## src/verilog/subtract_swap_skip_pkg.sv

```systemverilog
// constants, register map and enumerations for the subtract/swap/skip unit
package subtract_swap_skip_pkg;

  // ****************************************
  // register map (byte addresses)
  // ****************************************
  localparam int unsigned       AXI_AW       = 4;
  localparam logic [AXI_AW-1:0] ADDR_WREG    = 4'h0;
  localparam logic [AXI_AW-1:0] ADDR_STATUS  = 4'h4;
  localparam logic [AXI_AW-1:0] ADDR_SKIPS   = 4'h8;
  localparam logic [1:0]        RESP_OKAY    = 2'h0;
  localparam logic [1:0]        RESP_SLVERR  = 2'h2;

  // ****************************************
  // status flag layout and reset values
  // ****************************************
  localparam int unsigned FLAG_W         = 4;
  localparam int unsigned FLG_BORROW     = 0;
  localparam int unsigned FLG_NIB_BORROW = 1;
  localparam int unsigned FLG_ZERO       = 2;
  localparam int unsigned FLG_WRAP       = 3;
  localparam logic [FLAG_W-1:0] FLAGS_RST = 4'h0;
  localparam logic [7:0]        WREG_RST  = 8'h00;
  localparam logic [7:0]        BYTE_ZERO = 8'h00;
  localparam int unsigned       NIB       = 4;

  // ****************************************
  // operations and sequencer states
  // ****************************************
  typedef enum logic [2:0] {
    OP_SUB, OP_SUB_MEM, OP_SUBI, OP_SWAP, OP_SWAP_W, OP_SKIP_Z, OP_SKIP_Z_LOAD, OP_SKIP_BIT
  } exec_op_e;

  typedef enum logic {ST_RUN, ST_DUMMY} seq_state_e;

endpackage

```

## src/verilog/subtract_swap_skip_exec.sv

```systemverilog
// execution unit for subtract, nibble exchange and conditional skip
// Contract
// - memory subtract writes W minus byte back
// - borrow flag 0 if negative, else 1
// - immediate subtract into W, update flags
// - in-place nibble exchange of memory byte
// - nibble exchange into W, memory untouched
// - skip next when memory byte is zero
// - taken skip adds one dummy cycle
// - copy byte to W, skip if zero
// - skip when selected bit is zero
// - no skip means no dummy cycle
//
// The implementer's own choices: the register offsets and the AXI4-Lite register port.
`timescale 1ns/1ps
module subtract_swap_skip_exec
  import subtract_swap_skip_pkg::*;
#(
  parameter int unsigned MEM_AW = 8,
  parameter int unsigned CNT_W  = 16
)(
  // clock and reset
  input  wire logic              aclk,
  input  wire logic              aresetn,
  // instruction issue from the sequencer
  input  wire logic              exec_valid,
  output logic                   exec_ready,
  input  wire exec_op_e          exec_op,
  input  wire logic [MEM_AW-1:0] exec_addr,
  input  wire logic [7:0]        exec_imm,
  input  wire logic [2:0]        exec_bit,
  input  wire logic [7:0]        mem_rdata,
  // results toward sequencer and data memory
  output logic                   exec_done,
  output logic                   skip_taken,
  output logic                   dummy_slot,
  output logic                   mem_we,
  output logic [MEM_AW-1:0]      mem_waddr,
  output logic [7:0]             mem_wdata,
  output logic [7:0]             working_register,
  // axi4-lite slave
  input  wire logic [AXI_AW-1:0] s_axi_awaddr,
  input  wire logic              s_axi_awvalid,
  output logic                   s_axi_awready,
  input  wire logic [31:0]       s_axi_wdata,
  input  wire logic [3:0]        s_axi_wstrb,
  input  wire logic              s_axi_wvalid,
  output logic                   s_axi_wready,
  output logic [1:0]             s_axi_bresp,
  output logic                   s_axi_bvalid,
  input  wire logic              s_axi_bready,
  input  wire logic [AXI_AW-1:0] s_axi_araddr,
  input  wire logic              s_axi_arvalid,
  output logic                   s_axi_arready,
  output logic [31:0]            s_axi_rdata,
  output logic [1:0]             s_axi_rresp,
  output logic                   s_axi_rvalid,
  input  wire logic              s_axi_rready
);

  // ****************************************
  // state and datapath signals
  // ****************************************
  seq_state_e          state_r;
  logic [7:0]          w_r;
  logic [FLAG_W-1:0]   flags_r;
  logic [CNT_W-1:0]    skips_r;
  logic                accept;
  logic                is_sub;
  logic                skip_cond;
  logic [7:0]          operand;
  logic [8:0]          diff;
  logic [NIB:0]        nib_diff;
  logic [7:0]          swapped;
  logic [FLAG_W-1:0]   flags_nxt;
  logic                wr_fire;
  logic                rd_fire;
  logic                wr_wreg;
  logic                wr_status;

  assign accept           = exec_valid && exec_ready;
  assign exec_ready       = (state_r == ST_RUN);
  assign dummy_slot       = (state_r == ST_DUMMY);
  assign working_register = w_r;

  // subtract operand and nine-bit difference, top bit is the borrow out
  always_comb
  begin
    is_sub   = (exec_op == OP_SUB) || (exec_op == OP_SUB_MEM) || (exec_op == OP_SUBI);
    operand  = (exec_op == OP_SUBI) ? exec_imm : mem_rdata;
    diff     = {1'b0, w_r} - {1'b0, operand};
    nib_diff = {1'b0, w_r[NIB-1:0]} - {1'b0, operand[NIB-1:0]};
    swapped  = {mem_rdata[NIB-1:0], mem_rdata[7:NIB]};
  end

  // flags: borrow polarity is inverted, set means no borrow happened
  always_comb
  begin
    flags_nxt                 = FLAGS_RST;
    flags_nxt[FLG_BORROW]     = ~diff[8];
    flags_nxt[FLG_NIB_BORROW] = ~nib_diff[NIB];
    flags_nxt[FLG_ZERO]       = (diff[7:0] == BYTE_ZERO);
    flags_nxt[FLG_WRAP]       = (w_r[7] != operand[7]) && (diff[7] != w_r[7]);
  end

  // skip decision for the three test forms
  always_comb
  begin
    case (exec_op)
      OP_SKIP_Z:      skip_cond = (mem_rdata == BYTE_ZERO);
      OP_SKIP_Z_LOAD: skip_cond = (mem_rdata == BYTE_ZERO);
      OP_SKIP_BIT:    skip_cond = ~mem_rdata[exec_bit];
      default:        skip_cond = 1'b0;
    endcase
  end

  // ****************************************
  // issue sequencing and dummy slot
  // ****************************************
  // a taken skip holds off issue for exactly one cycle
  always_ff @(posedge aclk)
  begin
    if (!aresetn)
      state_r <= ST_RUN;
    else
    begin
      case (state_r)
        ST_RUN:   state_r <= (accept && skip_cond) ? ST_DUMMY : ST_RUN;
        ST_DUMMY: state_r <= ST_RUN;
        default:  state_r <= ST_RUN;
      endcase
    end
  end

  // completion and skip pulses, one cycle after issue
  always_ff @(posedge aclk)
  begin
    if (!aresetn)
    begin
      exec_done  <= 1'b0;
      skip_taken <= 1'b0;
    end
    else
    begin
      exec_done  <= accept;
      skip_taken <= accept && skip_cond;
    end
  end

  // taken-skip counter, wraps silently
  always_ff @(posedge aclk)
  begin
    if (!aresetn)
      skips_r <= '0;
    else if (accept && skip_cond)
      skips_r <= skips_r + 1'b1;
  end

  // ****************************************
  // data memory write-back
  // ****************************************
  always_ff @(posedge aclk)
  begin
    if (!aresetn)
    begin
      mem_we    <= 1'b0;
      mem_waddr <= '0;
      mem_wdata <= BYTE_ZERO;
    end
    else
    begin
      mem_we <= accept && ((exec_op == OP_SUB_MEM) || (exec_op == OP_SWAP));
      if (accept)
      begin
        mem_waddr <= exec_addr;
        mem_wdata <= (exec_op == OP_SUB_MEM) ? diff[7:0] : swapped;
      end
    end
  end

  // ****************************************
  // working register and flags
  // ****************************************
  // execution wins over a software write in the same cycle
  always_ff @(posedge aclk)
  begin
    if (!aresetn)
      w_r <= WREG_RST;
    else if (accept && ((exec_op == OP_SUB) || (exec_op == OP_SUBI)))
      w_r <= diff[7:0];
    else if (accept && (exec_op == OP_SWAP_W))
      w_r <= swapped;
    else if (accept && (exec_op == OP_SKIP_Z_LOAD))
      w_r <= mem_rdata;
    else if (wr_wreg)
      w_r <= s_axi_wdata[7:0];
  end

  // only subtractions and software writes to the status register touch the flags
  always_ff @(posedge aclk)
  begin
    if (!aresetn)
      flags_r <= FLAGS_RST;
    else if (accept && is_sub)
      flags_r <= flags_nxt;
    else if (wr_status)
      flags_r <= s_axi_wdata[FLAG_W-1:0];
  end

  // ****************************************
  // axi4-lite slave
  // ****************************************
  // address and data taken together; simpler than buffering either alone
  assign s_axi_awready = s_axi_awvalid && s_axi_wvalid && !s_axi_bvalid;
  assign s_axi_wready  = s_axi_awready;
  assign wr_fire       = s_axi_awready;
  assign wr_wreg       = wr_fire && s_axi_wstrb[0] && (s_axi_awaddr == ADDR_WREG);
  assign wr_status     = wr_fire && s_axi_wstrb[0] && (s_axi_awaddr == ADDR_STATUS);
  assign s_axi_arready = !s_axi_rvalid;
  assign rd_fire       = s_axi_arvalid && s_axi_arready;

  // write response; the skip counter is read-only
  always_ff @(posedge aclk)
  begin
    if (!aresetn)
    begin
      s_axi_bvalid <= 1'b0;
      s_axi_bresp  <= RESP_OKAY;
    end
    else if (wr_fire)
    begin
      s_axi_bvalid <= 1'b1;
      if ((s_axi_awaddr == ADDR_WREG) || (s_axi_awaddr == ADDR_STATUS))
        s_axi_bresp <= RESP_OKAY;
      else
        s_axi_bresp <= RESP_SLVERR;
    end
    else if (s_axi_bready)
      s_axi_bvalid <= 1'b0;
  end

  // read data, zero above the field widths
  always_ff @(posedge aclk)
  begin
    if (!aresetn)
    begin
      s_axi_rvalid <= 1'b0;
      s_axi_rdata  <= '0;
      s_axi_rresp  <= RESP_OKAY;
    end
    else if (rd_fire)
    begin
      s_axi_rvalid <= 1'b1;
      s_axi_rresp  <= RESP_OKAY;
      s_axi_rdata  <= '0;
      if (s_axi_araddr == ADDR_WREG)
        s_axi_rdata[7:0] <= w_r;
      else if (s_axi_araddr == ADDR_STATUS)
        s_axi_rdata[FLAG_W-1:0] <= flags_r;
      else if (s_axi_araddr == ADDR_SKIPS)
        s_axi_rdata[CNT_W-1:0] <= skips_r;
      else
        s_axi_rresp <= RESP_SLVERR;
    end
    else if (s_axi_rready)
      s_axi_rvalid <= 1'b0;
  end

  // ****************************************
  // assertions
  // ****************************************
  a_mem_sub_writeback: assert property (@(posedge aclk) disable iff (!aresetn)
    $past(accept) && ($past(exec_op) == OP_SUB_MEM) |->
      mem_we && (mem_wdata == 8'($past(w_r) - $past(mem_rdata))) && (w_r == $past(w_r)))
    else $error("memory subtract result wrong");

  a_borrow_flag: assert property (@(posedge aclk) disable iff (!aresetn)
    $past(accept) && ($past(exec_op) == OP_SUBI) |->
      flags_r[FLG_BORROW] == ($past(w_r) >= $past(exec_imm)))
    else $error("borrow flag wrong");

  a_subi_result: assert property (@(posedge aclk) disable iff (!aresetn)
    $past(accept) && ($past(exec_op) == OP_SUBI) |->
      (w_r == 8'($past(w_r) - $past(exec_imm))) && !mem_we)
    else $error("immediate subtract result wrong");

  a_swap_inplace: assert property (@(posedge aclk) disable iff (!aresetn)
    accept && (exec_op == OP_SWAP) |=>
      mem_we && (mem_wdata[3:0] == $past(mem_rdata[7:4])) && (mem_wdata[7:4] == $past(mem_rdata[3:0])))
    else $error("in-place swap wrong");

  a_swap_to_w: assert property (@(posedge aclk) disable iff (!aresetn)
    accept && (exec_op == OP_SWAP_W) |=>
      !mem_we && (w_r == {$past(mem_rdata[3:0]), $past(mem_rdata[7:4])}))
    else $error("swap into working register wrong");

  a_skip_zero: assert property (@(posedge aclk) disable iff (!aresetn)
    accept && (exec_op == OP_SKIP_Z) |=> (skip_taken == ($past(mem_rdata) == BYTE_ZERO)))
    else $error("skip on zero wrong");

  a_dummy_cycle: assert property (@(posedge aclk) disable iff (!aresetn)
    skip_taken |-> dummy_slot && !exec_ready ##1 exec_ready && !dummy_slot)
    else $error("dummy cycle not exactly one");

  a_skip_load: assert property (@(posedge aclk) disable iff (!aresetn)
    accept && (exec_op == OP_SKIP_Z_LOAD) |=>
      (w_r == $past(mem_rdata)) && (skip_taken == (w_r == BYTE_ZERO)))
    else $error("skip with load wrong");

  a_bit_skip: assert property (@(posedge aclk) disable iff (!aresetn)
    accept && (exec_op == OP_SKIP_BIT) |=> (skip_taken != $past(mem_rdata[exec_bit])))
    else $error("bit test skip wrong");

  a_no_dummy: assert property (@(posedge aclk) disable iff (!aresetn)
    exec_done && !skip_taken |-> exec_ready && !dummy_slot)
    else $error("dummy cycle without skip");

  a_flags_kept: assert property (@(posedge aclk) disable iff (!aresetn)
    accept && !is_sub && !wr_status |=> $stable(flags_r))
    else $error("flags changed by non-subtract");

  a_zero_flag: assert property (@(posedge aclk) disable iff (!aresetn)
    $past(accept) && ($past(exec_op) == OP_SUB) |->
      flags_r[FLG_ZERO] == ($past(w_r) == $past(mem_rdata)))
    else $error("zero flag wrong");

endmodule

```

## config.mk

```make
export PLATFORM = sky130hd
export DESIGN_NAME = subtract_swap_skip_exec
export DESIGN_NICKNAME = d
export VERILOG_FILES = /design/src/verilog/subtract_swap_skip_pkg.sv /design/src/verilog/subtract_swap_skip_exec.sv
export SDC_FILE = /design/constraint.sdc
export NUM_CORES = 1
export LEC_CHECK = 0
export ABC_AREA = 1
export ABC_CLOCK_PERIOD_IN_PS = 3050
export BUFFER_PORTS_ARGS = -buffer_cell sky130_fd_sc_hd__buf_4
export CORE_MARGIN = 2
export CORE_UTILIZATION = 32
export DETAILED_ROUTE_END_ITERATION = 8
export GPL_ROUTABILITY_DRIVEN = 0
export SLEW_MARGIN = 10
export SYNTH_ARGS = -nofsm -noshare
export SYNTH_HDL_FRONTEND = slang
export SYNTH_SLANG_ARGS = --single-unit
export TNS_END_PERCENT = 100
```

## constraint.sdc

```tcl
create_clock -name aclk -period 3.05 [get_ports aclk]
set_input_delay 0 -clock aclk [delete_from_list [all_inputs] [get_ports aclk]]
set_output_delay 0 -clock aclk [all_outputs]
set_load 0.02 [all_outputs]
```

==> results of run 1 <==
metrics by stage:
step	hold slack, ns	cell area [µm²]	total power [µW]	std cells	setup WS [ns]
6_report	0.01811	5414	2623	903	0.4128
4_1_cts	0.002767	5414	2648	903	0.4840
3_5_place_dp	0.2459	4946	1513	872	0.6155
5_1_grt	0.01893	5414	2750	903	0.2367
2_1_floorplan	0.07851	4183	1322	635	1.067
3_3_place_gp	0.2397	4946	1505	872	0.6954
final timing paths:
kind / depth (start not counted) / endpoint
setup / recovery: 17 / mem_wdata[6]
hold / removal: 3 / mem_wdata[2]
setup reg to reg: 12 / mem_wdata[6]
hold reg to reg: 2 / mem_wdata[7]
worst min-delay path, stage by stage:
cell and delay, ns:
buf_4 0.13, a21oi_1 0.07, a21oi_1 0.11
layer usage:
layer  track usage [%]  part of all wire (%)  vias up
met5                 0                     0        -
met4             6.551                   2.1        0
met3             4.651                   7.6       26
met2             27.52                    43      185
met1             25.50                    47     1949
li1                  -                     -     2233
repair_timing:
item / in CTS / in global routing
endpoints found under the hold margin: 13 / 0
buffers inserted: 0 / 0
hold buffers: 15 / 0
setup endpoints to repair: 0 / 0
state kept, by name, indices dropped and copies added (netlist names), 4 cells and up:
signal / flops
flags_r: 4
mem_waddr: 8
mem_wdata: 8
s_axi_rdata: 16
skips_r: 16
working_register: 8
cells by family (layout without fill, tap and decap cells):
kind of cell             Yosys count  in the layout  share of synthesized area (%)
flip-flops                        68             68                          33.05
AND/OR/NAND/NOR                  267            267                          28.71
XOR/XNOR                          10             10                          2.126
buffers and inverters            119            215                          13.21
AO/OA/AOI/OAI                    143            143                          19.59
other                              1             18                        0.09104
adder cells (fa/ha/maj)           10             10                          3.220
layout make-up:
class	count	area share (%)
clock buffers	10	4.229
clock inverters	6	1.641
inverters	77	5.339
multi-input cells	448	42.06
flip-flops and latches	68	25.14
well taps	172	3.975
repair buffers	122	17.61
power breakdown:
part,switching [µW],leakage (µW),internal (µW)
clock network,391,0.000149,715
registers,31.4,0.000558,936
logic,339,0.00181,210
total,761,0.00252,1860
layout by cell type (no fill, tap or decap), drive strengths merged, types with 10 or more instances in the layout:
cell type      n
a21oi         58
buf          107
clkbuf        10
conb          18
dfxtp         68
dlygate4sd3   15
inv           76
nand2        132
nand3         54
nor2          56
o211ai        16
o21ai         59
xor2          10
==> flow_summary.json, run 1 <==
{
  "status": "finished clean",
  "worst_slew_pin_slew_ns": 0.8280,
  "vias_per_cell": 4.865,
  "ant_nets": 0,
  "path_class": "input pin to flip-flop",
  "ys_warn_count": 0,
  "diodes": 0,
  "synthesis.area_mm2": 0.004119,
  "row_count": 41,
  "fill_cells": 1312,
  "grt_pass1_wl_um": 20590,
  "crit_slowest_cell": "dlygate4sd3_1",
  "grt_max_degree": 46,
  "hold_viol_final": 0,
  "core_area_mm2": 0.01257,
  "clock_sinks": 68,
  "die-area_mm2": 0.01380,
  "p_leak_uw": 0.002516,
  "cts_tree": "built",
  "drc": 0,
  "start_util_pct": 32.77,
  "period_needed_ns": 2.637,
  "grt_usage_pct": 18.35,
  "fin_util_pct": 43.08,
  "slew_headroom_pct": 44.74,
  "cp-startpoint": "exec_op[2]",
  "path_cells": "dlygate4sd3_1 > buf_4 > inv_2 > nand2_1 > buf_4 > a21oi_1 > ha_1 > fa_1 > nand3b_1 > nand2_1 > nand2_1 > nand3_1 > nand2_1 > nand2_1 > nand2_1 > nand2_1 > a21oi_1",
  "ir_drop_uv": 194.5,
  "postSynth.asyncResetShare_pct": 0,
  "synth_area_leaders": "dfxtp_1, nand2_1, a21oi_1, o21ai_0, nand3_1",
  "avgSynthCellArea_um2": 6.665,
  "io_buffers": 106,
  "synthToLayoutAreaGrowth_pct": 31.44,
  "r2r_slack_ns": 0.87,
  "cts_root_buf": "clkbuf_16",
  "ys_seq_elements": 68,
  "clk_latency_ns": 0.33,
  "hp-class": "input pin to flip-flop",
  "nets": 818,
  "synth_top_area_share_pct": 33.05,
  "fp.dieW_um": 117.5,
  "critPathArrivalTime_ns": 2.82,
  "ys_top_cells_by_count": "nand2_1, inv_1, dfxtp_1",
  "clkTransAtPathRegs_ns": 0.06,
  "yosys.area.top_type": "dfxtp_1",
  "dieHeight_um": 117.5,
  "period_share_pct": 86.46,
  "fmax_ghz": 0.3792,
  "synth-edff-count": 0,
  "firstDrtPassIters": 5,
  "dp_hpwl_um": 9341,
  "grt_setup_unrepaired": "no",
  "setup_violations": 0,
  "io-pin-count": 152,
  "worstSetupStartpointType": "input pin",
  "routedWlPerCell_um": 14.11,
  "synth.distinct_cells": 36,
  "htreeDepth": 3,
  "drive_above_1_share_pct": 19.43,
  "yosysMostFrequentCell": "nand2_1",
  "finalSetupTns_ns": 0,
  "crit_family": "simple AND/OR/NAND/NOR gates",
  "cts_resized": 0,
  "crit_path_end_kind": "flip-flop",
  "vias": 4393,
  "report.final.slew_viol_count": 0,
  "antenna_found_initial": 0,
  "overflow": 0,
  "worstPathMaxFanout": 13,
  "drtIter0Drc": 363,
  "cp_num_buf_inv": 4,
  "min_from": "mem_rdata[6]",
  "synthFlopType": "dfxtp_1",
  "max_stage_delay_ns": 0.56,
  "synthCells": 618,
  "clock_skew_ns": 0.008964,
  "seq_area_mm2": 0.001361,
  "crit_path_frequent_cell": "nand2_1",
  "power.density_mw_per_mm2": 484.5,
  "cts_buffer_depth": 2,
  "cap_violations": 0,
  "numCtsBuffers": 9,
  "critPathRequiredTime_ns": 3.23,
  "worstReg2RegStart": "working_register[0]",
  "routed_wl_um": 12740,
  "grt_pass1_vias": 4151,
  "ys_seq_area_share_pct": 33.05,
  "multi_input_area_mm2": 0.002277
}
Note: power is estimated with default switching activity, not from simulation.
==> run 2, diff against run 1 <==
--- a/config.mk
+++ b/config.mk
@@ -12,8 +12,9 @@
 export CORE_UTILIZATION = 32
 export DETAILED_ROUTE_END_ITERATION = 8
 export GPL_ROUTABILITY_DRIVEN = 0
+export HOLD_SLACK_MARGIN = 0.06
 export SLEW_MARGIN = 10
 export SYNTH_ARGS = -nofsm -noshare
 export SYNTH_HDL_FRONTEND = slang
 export SYNTH_SLANG_ARGS = --single-unit
-export TNS_END_PERCENT = 100
+export TNS_END_PERCENT = 5
==> run 2 against run 1 <==
  * Routed wire length rose by 0.64%
  * Sequential share of layout area fell by 0.63 points
  * First-iteration DRC count fell by 2.5%
  * Highest routed layer unchanged
  * Cell count rose by 1.6%
  * Critical endpoint is now mem_wdata[2]
  * Global-route usage rose by 0.14 points
==> flow_summary.json, run 2 (same netlist as run 1, synthesis figures left out) <==
{
  "status": "finished clean",
  "cts_resized": 0,
  "dp_hpwl_um": 9341,
  "start_util_pct": 32.77,
  "cts_buffer_depth": 2,
  "power_uw": 2640,
  "report.final.slew_viol_count": 0,
  "drive_above_1_share_pct": 19.06,
  "io_buffers": 106,
  "grt_setup_unrepaired": "no",
  "synthToLayoutAreaGrowth_pct": 34.84,
  "hp-class": "input pin to flip-flop",
  "numCtsBuffers": 9,
  "critPathArrivalTime_ns": 3.03,
  "critPathRequiredTime_ns": 3.33,
  "drc": 0,
  "clock_sinks": 68,
  "core_area_mm2": 0.01257,
  "routedWlPerCell_um": 13.98,
  "antenna_found_initial": 0,
  "routed_wl_um": 12820,
  "r2r_slack_ns": 0.75,
  "htreeDepth": 3,
  "crit_path_end_kind": "flip-flop",
  "clk_latency_ns": 0.33,
  "nets": 832,
  "cts-hold-fix-buffers": 29,
  "r2r-end": "mem_wdata[2]",
  "power.density_mw_per_mm2": 475.4,
  "final_common_cell": "nand2_1",
  "path_class": "input pin to flip-flop",
  "grt_max_degree": 46,
  "dieHeight_um": 117.5,
  "firstDrtPassIters": 5,
  "worstPathMaxFanout": 13,
  "grt_usage_pct": 18.49,
  "setup_violations": 0,
  "finalSetupTns_ns": 0,
  "p_leak_uw": 0.002579,
  "worst_slew_pin_slew_ns": 0.8348,
  "cts_root_buf": "clkbuf_16",
  "post-cts-setup-buffer-count": 0,
  "clkTransAtPathRegs_ns": 0.06,
  "period_share_pct": 90.37,
  "period_needed_ns": 2.756,
  "die-area_mm2": 0.01380,
  "hold_depth": 4,
  "fmax_ghz": 0.3628,
  "row_count": 41,
  "vias_per_cell": 4.892,
  "vias": 4486,
  "diodes": 0,
  "slew_headroom_pct": 44.28,
  "hold_end": "mem_wdata[3]",
  "worstReg2RegStart": "working_register[0]",
  "r2r_cells": 8,
  "min_from": "exec_op[1]",
  "grt_pass1_vias": 4198,
  "ir_drop_uv": 195.2,
  "clock_skew_ns": 0.009364,
  "io-pin-count": 152,
  "hold_viol_final": 0,
  "grt_pass1_wl_um": 20770,
  "overflow": 0,
  "ant_nets": 0,
  "drtIter0Drc": 354,
  "fp.dieW_um": 117.5,
  "cap_violations": 0,
  "cts_tree": "built",
  "worstSetupStartpointType": "input pin",
  "reg.largest.list": "s_axi_rdata x16, skips_r x16",
  "layout_common_cells": "nand2_1, buf_4, inv_1, dfxtp_1, a21oi_1"
}
-- run 2: worst max path at each step --
stage / from / end / depth (start not counted) / slack [ns]
2_1_floorplan: exec_op[1] / mem_wdata[6] / 16 / 1.07
3_3_place_gp: exec_op[0] / mem_wdata[6] / 16 / 0.70
3_5_place_dp: exec_op[0] / mem_wdata[6] / 16 / 0.62
4_1_cts: s_axi_awaddr[0] / working_register[2] / 12 / 0.36
5_1_grt: exec_op[2] / mem_wdata[2] / 13 / 0.15
6_report: exec_op[2] / mem_wdata[2] / 13 / 0.29
-- run 2: area by class of cell --
type | count | area, µm²
clock buffer | 10 | 229.0
clock inverter | 6 | 88.84
fill | 1296 | 7014
inverter | 77 | 289.0
multi-input combinational | 448 | 2277
sequential | 68 | 1361
tap | 172 | 215.2
timing repair buffer | 136 | 1094
-- run 2: worst max-delay path, cell delays in order --
cell and delay [ns]:
dlygate4sd3_1 0.56, buf_4 0.16, inv_2 0.08, nand2_1 0.15
buf_4 0.20, a21oi_1 0.09, ha_1 0.22, fa_1 0.41
or2_2 0.30, nand2_1 0.09, nand2_1 0.06, a21oi_1 0.15
dlygate4sd3_1 0.56
-- run 2: per-layer routing --
metal  GRT usage, %  wire length [µm]  up-vias  share of wire [%]
li1               -                 -     2262                  -
met1          25.56              5923     1993                 46
met2          27.92              5473      201                 43
met3          4.700              1124       30                8.8
met4          6.551               300        0                2.3
met5              0                 0        -                  0
-- run 2: stage by stage --
stage	util, %	hold WS [ns]	instance area, µm²	std cells	setup slack [ns]
after global routing	44.19	0.08175	5554	917	0.1542
after CTS	44.19	0.06659	5554	917	0.3631
after floorplan	-	0.07851	4183	635	1.067
final	44.19	0.08639	5554	917	0.2936
after detailed placement	39.35	0.2459	4946	872	0.6155
after global placement	39.35	0.2397	4946	872	0.6954
-- run 2: where the power goes --
group | total, µW | leakage, µW | internal (µW) | switching (µW)
clock network | 1110 | 0.000149 | 715 | 392
registers | 967 | 0.000558 | 936 | 31.3
logic | 565 | 0.00187 | 223 | 342
==> run 3, diff against run 2 <==
--- a/config.mk
+++ b/config.mk
@@ -13,6 +13,7 @@
 export DETAILED_ROUTE_END_ITERATION = 8
 export GPL_ROUTABILITY_DRIVEN = 0
 export HOLD_SLACK_MARGIN = 0.06
+export REMOVE_ABC_BUFFERS = 1
 export SLEW_MARGIN = 10
 export SYNTH_ARGS = -nofsm -noshare
 export SYNTH_HDL_FRONTEND = slang
==> run 3 against run 2 <==
  * Clock skew down 0.0021 ns
  * First-iteration DRC count shrank 38%
  * Register-to-register slack worse by 0.03 ns
  * Cell count did not move
  * Sequential power about the same
  * Critical path depth is 1 higher
  * Die area is the same
  * Routed wire length shrank 1.1%
  * Clock-buffer cell count is 1 higher
  * Design area increased by 0.34%
  * Largest cell class unchanged
==> flow_summary.json, run 3 (same netlist as run 1, synthesis figures left out) <==
{
  "reg.largest.list": "s_axi_rdata x16, skips_r x16",
  "final_common_cell": "nand2_1",
  "layout_common_cells": "nand2_1, buf_4, inv_1, dfxtp_1, a21oi_1",
  "overflow": 0,
  "numCtsBuffers": 9,
  "clkTransAtPathRegs_ns": 0.06,
  "critPathArrivalTime_ns": 3.01,
  "crit_path_end_kind": "flip-flop",
  "nets": 832,
  "power.density_mw_per_mm2": 485.3,
  "vias_per_cell": 4.983,
  "worstSetupEndpoint": "mem_wdata[2]",
  "routedWlPerCell_um": 13.83,
  "power_uw": 2705,
  "fp.dieW_um": 117.5,
  "htreeDepth": 3,
  "slew_headroom_pct": 45.90,
  "core_area_mm2": 0.01257,
  "worstReg2RegStart": "working_register[0]",
  "swShare_pct": 28.99,
  "critPathRequiredTime_ns": 3.34,
  "cp-startpoint": "exec_op[1]",
  "cts_tree": "built",
  "cts-hold-fix-buffers": 29,
  "clk_latency_ns": 0.34,
  "r2r-end": "mem_wdata[2]",
  "switchingPower_uw": 784.1,
  "p_clk_share_pct": 43.5,
  "cts_resized": 0,
  "synthToLayoutAreaGrowth_pct": 35.30,
  "worstSetupStartpointType": "input pin",
  "final_cell_area_mm2": 0.005573,
  "io-pin-count": 152,
  "setup_violations": 0,
  "drtIter0Drc": 219,
  "cts_root_buf": "clkbuf_16",
  "grt_setup_unrepaired": "no",
  "grt_pass1_vias": 4407,
  "status": "finished clean",
  "fmax_ghz": 0.3676,
  "r2r_cells": 8,
  "period_needed_ns": 2.720,
  "period_share_pct": 89.19,
  "antenna_found_initial": 0,
  "dp_hpwl_um": 9282,
  "ant_nets": 0,
  "grt_pass1_wl_um": 21050,
  "fill_cells": 1321,
  "drive_above_1_share_pct": 19.19,
  "clock_skew_ns": 0.007237,
  "dieHeight_um": 117.5,
  "post-cts-setup-buffer-count": 0,
  "p_leak_uw": 0.002587,
  "routed_wl_um": 12680,
  "p_int_uw": 1921,
  "drc": 0,
  "io_buffers": 106,
  "hold_viol_final": 0,
  "path_class": "input pin to flip-flop",
  "hp-class": "input pin to flip-flop",
  "setup_ws_ns": 0.3296,
  "worstPathMaxFanout": 13,
  "grt_usage_pct": 18.59,
  "firstDrtPassIters": 5,
  "start_util_pct": 32.77,
  "grt_max_degree": 46,
  "row_count": 41,
  "die-area_mm2": 0.01380,
  "vias": 4569,
  "place_worst_setup_slack_ns": 0.6931,
  "ir_drop_uv": 194.9,
  "cts_buffer_depth": 2,
  "worst_slew_pin_slew_ns": 0.8106,
  "finalSetupTns_ns": 0,
  "power_frac_seq_pct": 35.7,
  "clock_sinks": 68,
  "cap_violations": 0,
  "r2r_slack_ns": 0.72,
  "report.final.slew_viol_count": 0,
  "pwr-share-comb_pct": 20.8,
  "placed_area_mm2": 0.004946,
  "diodes": 0
}
-- run 3: worst min path at each step --
stage | start | to | slack [ns] | depth (start not counted)
after global routing | exec_valid | exec_done | 0.10 | 3
after global placement | exec_addr[4] | mem_waddr[4] | 0.25 | 3
after floorplan | exec_op[2] | mem_we | 0.08 | 1
after CTS | s_axi_wdata[4] | working_register[4] | 0.07 | 5
after detailed placement | exec_op[2] | mem_we | 0.26 | 2
final | s_axi_wdata[4] | working_register[4] | 0.08 | 5
-- run 3: metal layers --
metal  vias up  global-route usage [%]  part of all wire [%]
li1       2261                       -                     -
met1      2088                   23.88                    45
met5         -                       0                     0
met4         0                   7.756                   2.2
met3        26                   3.440                   7.0
met2       194                   30.67                    46
-- run 3: area by class of cell --
| type | instances | area, µm² | share of cell area, % |
|---|---|---|---|
| Clock buffer | 11 | 252.7 | 4.535 |
| Clock inverter | 5 | 83.83 | 1.504 |
| Inverter | 77 | 289.0 | 5.186 |
| Multi-Input combinational cell | 448 | 2277 | 40.86 |
| Sequential cell | 68 | 1361 | 24.43 |
| Tap cell | 172 | 215.2 | 3.862 |
| Timing Repair Buffer | 136 | 1094 | 19.62 |
-- run 3: per-stage QoR --
step / utilization, % / hold WS [ns] / instances
6_report: 44.34 / 0.07967 / 917
2_1_floorplan: - / 0.07851 / 593
3_3_place_gp: 39.35 / 0.2511 / 872
3_5_place_dp: 39.35 / 0.2555 / 872
5_1_grt: 44.34 / 0.1004 / 917
4_1_cts: 44.34 / 0.07047 / 917
-- run 3: worst max-delay path: stages --
cell,delay (ns)
dlygate4sd3_1,0.54
buf_4,0.15
inv_1,0.05
nor2_1,0.06
nand2_1,0.12
buf_4,0.20
a21oi_1,0.09
ha_1,0.22
fa_1,0.41
or2_2,0.30
nand2_1,0.09
nand2_1,0.07
a21oi_1,0.16
dlygate4sd3_1,0.55
-- run 3: power groups by stage --
| stage | combinational [µW] | sequential, µW | clock, µW |
|---|---|---|---|
| CTS | 558 | 968 | 1200 |
| global placement | 520 | 985 | 0 |
| finish | 561 | 967 | 1180 |
| floorplan | 257 | 1030 | 0 |
| detailed placement | 526 | 987 | 0 |
| global route | 615 | 973 | 1250 |
